$ cat src/lscd_pkg.sv
// Package for the serial command decoder of a dot-matrix display controller.
// Assumes a single system clock; all uses are written lscd_pkg::name.
package lscd_pkg;
  // Display RAM geometry
  localparam int BANKS = 6;
  localparam int COLS = 84;
  localparam logic [2:0] BANK_LAST = 3'h5;
  localparam logic [6:0] COL_LAST = 7'h53;
  localparam int RAM_DEPTH = BANKS * COLS;
  localparam int RAM_AW = 9;
  // Values after reset
  localparam logic RST_POWER_DOWN = 1'h1;
  localparam logic [1:0] RST_DISP_MODE = 2'h0;
  localparam logic [1:0] RST_TEMP_COEFF = 2'h0;
  localparam logic [2:0] RST_BIAS = 3'h0;
  localparam logic [6:0] RST_OP_VOLT = 7'h00;
  // Serial bit count
  localparam logic [2:0] BIT_LAST = 3'h7;
  // Command patterns (upper bits compared)
  localparam logic [4:0] CMD_FUNC_SET = 5'h04;
  localparam logic [4:0] CMD_DISP_CTRL = 5'h01;
  localparam logic [4:0] CMD_BANK_SET = 5'h08;
  localparam logic [5:0] CMD_TEMP_CTRL = 6'h01;
  localparam logic [4:0] CMD_BIAS_SET = 5'h02;
  // Receiver states
  typedef enum logic [0:0] {LSCD_IDLE, LSCD_SHIFT} lscd_rx_e;
endpackage

$ cat src/lscd_decoder.sv
// Operation
// - sample serial_in on rising link clock while select low, MSB first
// - select high ignores clock edges and resets the bit counter
// - falling select starts a transmission; host lowers select first
// - command/data line sampled with eighth bit; low command, high data
// - select still low after a byte means next edge is bit 7
// - reset aborts byte, writes nothing, clears settings; next bit is 7
// - after each data write advance address per direction setting
// - instructions in any order; all-zero command is no operation
// - 00100 PVH loads power down, direction, page; valid in both pages
// - page 0 runs display, bank, column; page 1 temp, bias, voltage
// - page-0 00001m0n sets display mode from m and n
// - page-0 01000yyy sets bank address directly
// - page-0 bit 7 set loads column address from low seven bits
// - page-1 000001tt stores temperature coefficient select
// - page-1 00010bbb stores bias select
// - page-1 bit 7 set stores operating voltage code
// - voltage code zero keeps charge pump off
// - reset sets power down, clears every other setting
// - power down blanks display and stops oscillator, link keeps working
// - direction 0 horizontal stepping, 1 vertical stepping
// - vertical: bank advances, after bank 5 wraps and column advances
// - horizontal: column advances, wraps after 83, bank advances
// - RAM is six banks of 84 bytes, one byte per column
//
// Top of the serial command decoder. The link pins arrive asynchronously
// and are sampled by i_clk, which must run well above the link bit rate.
// Link edges are found from synchronised copies, so each one is acted on
// about three i_clk cycles late. The host must therefore keep each link
// clock phase at least three i_clk cycles long and lower the select at
// least three cycles before the first rising edge.
// The reset pin passes the same synchroniser and must stay low for at
// least three cycles to be seen.
`timescale 1ns/10ps
module lscd_decoder (
  // Clock and reset
  input wire logic i_clk,
  input wire logic i_resetn,
  // Link pins from the host
  input wire logic i_serial_in,
  input wire logic i_serial_clock_in,
  input wire logic i_chip_select_n,
  input wire logic i_cmd_data_select,
  input wire logic i_reset_n_pin,
  // Display RAM read port for the scan logic
  input wire logic [8:0] i_scan_addr,
  output logic [7:0] o_scan_data,
  // Settings
  output logic o_power_down_bit,
  output logic o_addr_direction_bit,
  output logic o_instr_page_bit,
  output logic [1:0] o_display_mode,
  output logic [6:0] o_column_addr,
  output logic [2:0] o_bank_addr,
  output logic [1:0] o_temp_coeff_sel,
  output logic [2:0] o_bias_sel,
  output logic [6:0] o_op_voltage_code,
  // Derived controls
  output logic o_charge_pump_en,
  output logic o_display_on,
  output logic o_osc_en,
  // Byte strobe for observation
  output logic o_byte_done
);
  // Two-stage synchronisers for every link pin
  // Only the second stage is read; the first may settle late
  // Select resets high so no frame seems to start out of reset
  logic [1:0] sync_sdi;
  logic [1:0] sync_sck;
  logic [1:0] sync_cs;
  logic [1:0] sync_dc;
  logic [1:0] sync_rst;
  logic sck_prev;
  logic cs_prev;

  always_ff @(posedge i_clk or negedge i_resetn) begin
    if (!i_resetn) begin
      sync_sdi <= 2'h0;
      sync_sck <= 2'h0;
      sync_cs <= 2'h3;
      sync_dc <= 2'h0;
      sync_rst <= 2'h0;
    end else begin
      sync_sdi <= {sync_sdi[0], i_serial_in};
      sync_sck <= {sync_sck[0], i_serial_clock_in};
      sync_cs <= {sync_cs[0], i_chip_select_n};
      sync_dc <= {sync_dc[0], i_cmd_data_select};
      sync_rst <= {sync_rst[0], i_reset_n_pin};
    end
  end

  // Edge history, read only from the second synchroniser stage
  // Select history marks the first cycle of a frame
  always_ff @(posedge i_clk or negedge i_resetn) begin
    if (!i_resetn) begin
      sck_prev <= 1'h0;
      cs_prev <= 1'h1;
    end else begin
      sck_prev <= sync_sck[1];
      cs_prev <= sync_cs[1];
    end
  end

  logic sck_rise;
  logic cs_low;
  logic pin_rst;
  assign sck_rise = sync_sck[1] & ~sck_prev;
  assign cs_low = ~sync_cs[1];
  assign pin_rst = ~sync_rst[1];

  // Receiver: idle while select high, shifting once it falls
  // A link edge in the cycle the select falls is lost; hence the set-up
  lscd_pkg::lscd_rx_e state;
  logic [2:0] bit_cnt;
  logic [6:0] shift;
  logic byte_strobe;
  logic [7:0] byte_val;
  logic byte_is_data;

  always_ff @(posedge i_clk or negedge i_resetn) begin
    if (!i_resetn) begin
      state <= lscd_pkg::LSCD_IDLE;
    end else if (pin_rst || !cs_low) begin
      state <= lscd_pkg::LSCD_IDLE;
    end else begin
      case (state)
        lscd_pkg::LSCD_IDLE: begin
          if (cs_prev) begin
            state <= lscd_pkg::LSCD_SHIFT;
          end else begin
            state <= lscd_pkg::LSCD_SHIFT;
          end
        end
        lscd_pkg::LSCD_SHIFT: state <= lscd_pkg::LSCD_SHIFT;
        default: state <= lscd_pkg::LSCD_IDLE;
      endcase
    end
  end

  // Bit counter counts down from 7; a partial byte is dropped on abort
  // Counting down makes zero the last bit, whatever the frame length
  always_ff @(posedge i_clk or negedge i_resetn) begin
    if (!i_resetn) begin
      bit_cnt <= lscd_pkg::BIT_LAST;
      shift <= 7'h00;
    end else if (pin_rst || !cs_low || state == lscd_pkg::LSCD_IDLE) begin
      bit_cnt <= lscd_pkg::BIT_LAST;
    end else if (sck_rise) begin
      shift <= {shift[5:0], sync_sdi[1]};
      bit_cnt <= bit_cnt - 3'h1;
    end
  end

  // Completed byte; command/data read with the eighth bit
  // The strobe lasts one cycle; the decode below acts only in that cycle
  always_ff @(posedge i_clk or negedge i_resetn) begin
    if (!i_resetn) begin
      byte_strobe <= 1'h0;
      byte_val <= 8'h00;
      byte_is_data <= 1'h0;
    end else begin
      byte_strobe <= 1'h0;
      if (!pin_rst && cs_low && state == lscd_pkg::LSCD_SHIFT &&
          sck_rise && bit_cnt == 3'h0) begin
        byte_strobe <= 1'h1;
        byte_val <= {shift, sync_sdi[1]};
        byte_is_data <= sync_dc[1];
      end
    end
  end

  assign o_byte_done = byte_strobe;

  // Command field decode
  // Page gating uses the page bit held before this byte arrived
  logic is_cmd;
  logic cmd_func;
  logic cmd_disp;
  logic cmd_bank;
  logic cmd_col;
  logic cmd_temp;
  logic cmd_bias;
  logic cmd_vop;
  assign is_cmd = byte_strobe & ~byte_is_data;
  // All-zero and reserved codes match none of these and act as no-ops
  assign cmd_func = is_cmd && byte_val[7:3] == lscd_pkg::CMD_FUNC_SET;
  assign cmd_disp = is_cmd && !o_instr_page_bit && byte_val[1] == 1'h0 &&
                    byte_val[7:3] == lscd_pkg::CMD_DISP_CTRL;
  assign cmd_bank = is_cmd && !o_instr_page_bit &&
                    byte_val[7:3] == lscd_pkg::CMD_BANK_SET;
  assign cmd_col = is_cmd && !o_instr_page_bit && byte_val[7];
  assign cmd_temp = is_cmd && o_instr_page_bit &&
                    byte_val[7:2] == lscd_pkg::CMD_TEMP_CTRL;
  assign cmd_bias = is_cmd && o_instr_page_bit &&
                    byte_val[7:3] == lscd_pkg::CMD_BIAS_SET;
  assign cmd_vop = is_cmd && o_instr_page_bit && byte_val[7];

  // Function set and display/voltage settings
  // The pin reset wins over a command that lands in the same cycle
  always_ff @(posedge i_clk or negedge i_resetn) begin
    if (!i_resetn) begin
      o_power_down_bit <= lscd_pkg::RST_POWER_DOWN;
      o_addr_direction_bit <= 1'h0;
      o_instr_page_bit <= 1'h0;
      o_display_mode <= lscd_pkg::RST_DISP_MODE;
      o_temp_coeff_sel <= lscd_pkg::RST_TEMP_COEFF;
      o_bias_sel <= lscd_pkg::RST_BIAS;
      o_op_voltage_code <= lscd_pkg::RST_OP_VOLT;
    end else if (pin_rst) begin
      o_power_down_bit <= lscd_pkg::RST_POWER_DOWN;
      o_addr_direction_bit <= 1'h0;
      o_instr_page_bit <= 1'h0;
      o_display_mode <= lscd_pkg::RST_DISP_MODE;
      o_temp_coeff_sel <= lscd_pkg::RST_TEMP_COEFF;
      o_bias_sel <= lscd_pkg::RST_BIAS;
      o_op_voltage_code <= lscd_pkg::RST_OP_VOLT;
    end else begin
      if (cmd_func) begin
        o_power_down_bit <= byte_val[2];
        o_addr_direction_bit <= byte_val[1];
        o_instr_page_bit <= byte_val[0];
      end
      if (cmd_disp) begin
        o_display_mode <= {byte_val[2], byte_val[0]};
      end
      if (cmd_temp) begin
        o_temp_coeff_sel <= byte_val[1:0];
      end
      if (cmd_bias) begin
        o_bias_sel <= byte_val[2:0];
      end
      if (cmd_vop) begin
        o_op_voltage_code <= byte_val[6:0];
      end
    end
  end

  // Data write into the RAM at the current address
  logic ram_we;
  logic [8:0] ram_waddr;
  assign ram_we = byte_strobe & byte_is_data & ~pin_rst;
  assign ram_waddr = 9'(o_bank_addr * lscd_pkg::COLS + o_column_addr);

  // Address counter: direct loads and auto-advance after data bytes
  // A byte is command or data, so a load and an advance never meet
  // Out-of-range loads still wrap at the ends, since >= is used
  always_ff @(posedge i_clk or negedge i_resetn) begin
    if (!i_resetn) begin
      o_column_addr <= 7'h00;
      o_bank_addr <= 3'h0;
    end else if (pin_rst) begin
      o_column_addr <= 7'h00;
      o_bank_addr <= 3'h0;
    end else if (cmd_bank) begin
      o_bank_addr <= byte_val[2:0];
    end else if (cmd_col) begin
      o_column_addr <= byte_val[6:0];
    end else if (ram_we) begin
      if (o_addr_direction_bit) begin
        if (o_bank_addr >= lscd_pkg::BANK_LAST) begin
          o_bank_addr <= 3'h0;
          o_column_addr <= (o_column_addr >= lscd_pkg::COL_LAST) ?
                           7'h00 : o_column_addr + 7'h01;
        end else begin
          o_bank_addr <= o_bank_addr + 3'h1;
        end
      end else begin
        if (o_column_addr >= lscd_pkg::COL_LAST) begin
          o_column_addr <= 7'h00;
          o_bank_addr <= (o_bank_addr >= lscd_pkg::BANK_LAST) ?
                         3'h0 : o_bank_addr + 3'h1;
        end else begin
          o_column_addr <= o_column_addr + 7'h01;
        end
      end
    end
  end

  // Power and display enables follow the settings
  // The pump is held off in power-down too, whatever the code
  assign o_charge_pump_en = (o_op_voltage_code != 7'h00) &
                            ~o_power_down_bit;
  assign o_display_on = ~o_power_down_bit;
  assign o_osc_en = ~o_power_down_bit;

  // Display RAM; not cleared by reset
  // Scan reads have one cycle of latency from i_scan_addr
  lscd_ram #(
    .DEPTH(lscd_pkg::RAM_DEPTH),
    .AW(lscd_pkg::RAM_AW)
  ) u_ram (
    .i_clk(i_clk),
    .i_we(ram_we),
    .i_waddr(ram_waddr),
    .i_wdata(byte_val),
    .i_raddr(i_scan_addr),
    .o_rdata(o_scan_data)
  );
endmodule // lscd_decoder

$ cat src/lscd_ram.sv
// Display RAM: six banks of 84 bytes, one write port, registered read port.
// Assumes writes and reads arrive on the same system clock.
`timescale 1ns/10ps
module lscd_ram #(
  parameter int DEPTH = 504,
  parameter int AW = 9
) (
  // Clock
  input wire logic i_clk,
  // Write port
  input wire logic i_we,
  input wire logic [AW-1:0] i_waddr,
  input wire logic [7:0] i_wdata,
  // Read port
  input wire logic [AW-1:0] i_raddr,
  output logic [7:0] o_rdata
);
  logic [7:0] mem [DEPTH];

  // Contents have no reset; software must load them after power-on
  always_ff @(posedge i_clk) begin
    if (i_we) begin
      mem[i_waddr] <= i_wdata;
    end
    o_rdata <= mem[i_raddr];
  end
endmodule // lscd_ram

$ cat config.mk
export PLATFORM = sky130hd
export DESIGN_NAME = lscd_decoder
export DESIGN_NICKNAME = d
export VERILOG_FILES = /design/src/lscd_pkg.sv /design/src/lscd_decoder.sv /design/src/lscd_ram.sv
export SDC_FILE = /design/constraint.sdc
export NUM_CORES = 2
export LEC_CHECK = 0
export ABC_CLOCK_PERIOD_IN_PS = 9800
export BUFFER_PORTS_ARGS = -buffer_cell sky130_fd_sc_hd__buf_2
export CAP_MARGIN = 20
export CORE_MARGIN = 3
export CORE_UTILIZATION = 30
export CTS_CLUSTER_DIAMETER = 40
export CTS_CLUSTER_SIZE = 10
export DETAILED_ROUTE_END_ITERATION = 8
export PLACE_DENSITY = 0.41
export SLEW_MARGIN = 15
export SYNTH_ARGS = -nofsm -noshare
export SYNTH_HDL_FRONTEND = slang
export SYNTH_SLANG_ARGS = --single-unit
$ cat constraint.sdc
create_clock -name i_clk -period 9.8 [get_ports i_clk]
set_input_delay 0.98 -clock i_clk [delete_from_list [all_inputs] [get_ports i_clk]]
set_output_delay 0.98 -clock i_clk [all_outputs]
set_load 0.02 [all_outputs]
==> flow_metrics.py <==
metrics = {
    "yosys": {
        "synthFlopType": "edfxtp_1",
        "synth_compound_gate_area_share_pct": 2.33,
        "muxShareOfSynthArea_pct": 16.4,
        "avgSynthCellArea_um2": 21.5,
        "ys_warn_count": 0,
        "yosysTopAreaCellShare_pct": 75.3,
        "synthCells": 7474,
        "yosys.area.top_type": "edfxtp_1",
        "ys_types": 77,
        "synthXorXnorAreaFrac_pct": 0.0817,
        "synth_edf_count": 4032,
        "synthArstFlopShare_pct": 1.44,
        "ys_top_cells_by_area": "edfxtp_1 (75%), mux4_2 (13%), mux2i_1 (2.0%)",
        "synthAdderAreaFrac_pct": 0.152,
        "synthSimpleGateAreaFrac_pct": 2.55,
        "synth_top_family_by_area": "multiplexers",
        "seq_area_frac_synth_pct": 76.3,
        "synth_seq_cells": 4099,
        "mappedNetlistArea_um2": 161000,
        "synth_nets": 7509,
    },
    "routing": {
        "drt-initial-drc-count": 7742,
        "wl_per_cell_um": 32.4,
        "drc_errors": 0,
        "via_per_inst": 5.12,
        "dr.pass1.iters": 6,
        "vias": 79681,
        "totalWireLength_um": 504000,
        "final_antenna_net_count": 0,
    },
    "sta": {
        "period_needed_ns": 5.36,
        "rsz0062_at_grt": "false",
        "timing.final.setup_violations": 0,
        "fin_crit_sh_pct": 54.7,
        "report.final.slew_viol_count": 0,
        "hold_viol": 0,
        "maxSlewHeadroom_pct": 18.6,
        "worst_slew_pin_slew_ns": 1.22,
        "timing.fmax_mhz": 187,
        "setup-tns-final_ns": 0,
        "fin_ws_ns": 4.44,
        "clock_skew_ns": 0.0605,
        "hold_ws_ns": 0.118,
    },
    "critical_path": {
        "worst_ep_required_time_ns": 10.44,
        "crit_path_start_kind": "flop",
        "crit_type": "reg2reg",
        "ff2ff_setup_slack_ns": 4.44,
        "cp-end-kind": "flop",
        "cp_max_fo": 16,
        "cp_data_arrival_time_ns": 6.00,
    },
    "cts": {
        "clk_latency_ns": 1.06,
        "path_clk_slew_ns": 0.05,
        "cts_buffers": 624,
        "cts_tree": "done",
        "clock-sinks": 4099,
        "cts_root_buf": "clkbuf_16",
        "post_cts_resized": 0,
        "cts_setup_buffers": 0,
        "clock_path_buffers": 4,
        "holdBufCountCts": 5,
        "htree_levels": 6,
    },
    "finish": {
        "final_common_cell": "edfxtp_1",
        "areaGrowthSynthToFinish_pct": 18.2,
        "final_net_count": 7968,
        "final_cell_mix": "edfxtp_1 (4032), mux4_2 (946), clkbuf_16 (637)",
        "final_layout_size_suffix_gt1_share_pct": 27.3,
    },
    "floorplan": {
        "start_util_pct": 30.2,
        "die-height_um": 738,
        "core_area_um2": 533000,
        "dieArea_um2": 545000,
        "die_x_um": 738,
        "io_pins": 55,
        "rows": 268,
    },
    "grt": {
        "antenna_found_initial": 30,
        "grt_pass1_vias": 82429,
        "grt_usage_pct": 18.2,
        "grt_pass1_wl_um": 697000,
        "grt.overflow.total": 0,
        "grt_max_degree": 180,
    },
    "placed_design": {
        "dp.final_hpwl_um": 308000,
        "gp_congestion": 0.784,
        "pre_cts_slack_ns": 3.67,
        "io_buffers": 54,
    },
    "power": {
        "power.density_nw_per_um2": 222,
        "ir_worst_vdd_v": 0.000178,
        "power_mw": 42.2,
        "p_leak_nw": 59.8,
    },
    "run_status": {
        "status": "complete, no violations",
    },
    "worst_hold_path": {
        "hold_class": "in2async",
    },
    "run": {
        "maxCapViolCount": 0,
    },
}
-- path summary, 6_finish.rpt --
check	start	end	cells after the start
worst max-delay path	o_bank_addr[0]$_DFFE_PN0P_	u_ram.mem[341][3]$_DFFE_PP_	11
worst min-delay path	i_resetn	o_column_addr[5]$_DFFE_PN0P_	2
worst max register to register	o_bank_addr[0]$_DFFE_PN0P_	u_ram.mem[341][3]$_DFFE_PP_	11
worst min register to register	sync_dc[0]$_DFF_PN0_	sync_dc[1]$_DFF_PN0_	0
max in group asynchronous	i_resetn	byte_val[5]$_DFFE_PN0P_	2
min in group i_clk	sync_dc[0]$_DFF_PN0_	sync_dc[1]$_DFF_PN0_	0
-- layout make-up --
type,count,area (um2)
fill,49125,343000
sequential,4099,123000
multi-input combinational,2906,35100
clock buffer,735,16300
tap,7155,8950
clock inverter,374,4450
timing repair buffer,288,2520
inverter,14,67.6
antenna,4,10.0
-- sequential cells by signal (all words and copies together) (netlist names), 2 cells and up --
name and count:
u_ram.mem 4032, byte_val 8, u_ram.o_rdata 8, o_column_addr 7, o_op_voltage_code 7, shift 7, bit_cnt 3, o_bank_addr 3
o_bias_sel 3, o_display_mode 2, o_temp_coeff_sel 2, sync_cs 2, sync_dc 2, sync_rst 2, sync_sck 2, sync_sdi 2
-- kinds of logic after synthesis --
| family | count (synthesis) |
|---|---|
| AND/OR/NAND/NOR | 973 |
| flip-flops | 4099 |
| buffers and inverters | 469 |
| XOR/XNOR | 15 |
| adder cells (fa/ha/maj) | 19 |
| multiplexers | 1362 |
| AO/OA/AOI/OAI | 537 |
-- per-layer routing --
layer / vias to the layer above / part of all wire (%) / GRT usage [%]
met5: - / 0.015 / 0
li1: 32436 / - / -
met4: 10 / 2.8 / 4.65
met3: 721 / 5.7 / 3.22
met1: 43956 / 44 / 25.6
met2: 2558 / 47 / 29.2
-- cells in the mapped netlist (all sizes together), types with 7 or more instances --
cell and n:
edfxtp 4032, mux4 1004, nor2 583, mux2i 323
buf 283, clkbuf 172, nand2 166, o221ai 101
a21oi 82, o21ai 81, o22ai 73, nor3 56
dfrtp 53, a22oi 52, nand3 51, nor2b 37
mux2 35, a31oi 25, a211oi 23, and2 20
ha 18, inv 13, a2111oi 12, a221oi 12
nor4 12, nand4 11, nand2b 10, o211ai 10
o311ai 10, dfxtp 8, or2 8, xor2 8
a311oi 7, xnor2 7
-- critical path, cell delays in order (launching register included) --
cell,delay (ns)
dfrtp_1,0.46
ha_1,0.24
ha_1,0.33
ha_1,0.37
a21oi_1,0.23
a21boi_0,0.13
o21ai_0,0.37
xnor2_1,0.23
nand2_1,0.45
nor2_2,0.53
nand2_1,0.64
nor2_1,0.95
-- metrics by stage --
step	utilization, %	instances	cell area [um2]
final	35.6	15575	190000
after global routing	35.6	15572	190000
after CTS	35.6	15552	190000
after detailed placement	31.7	14438	169000
after global placement	31.6	14419	169000
after floorplan	-	7474	161000
-- report_power, final --
part	total (mW)	internal (mW)	switching [mW]	leakage (nW)
clock network	22.1	13.9	8.17	10.1
logic	1.14	0.318	0.817	11.6
registers	19.0	19.0	0.0243	38.2
total	42.2	33.2	9.02	59.8
No activity file was read; power rests on OpenSTA's default activity.
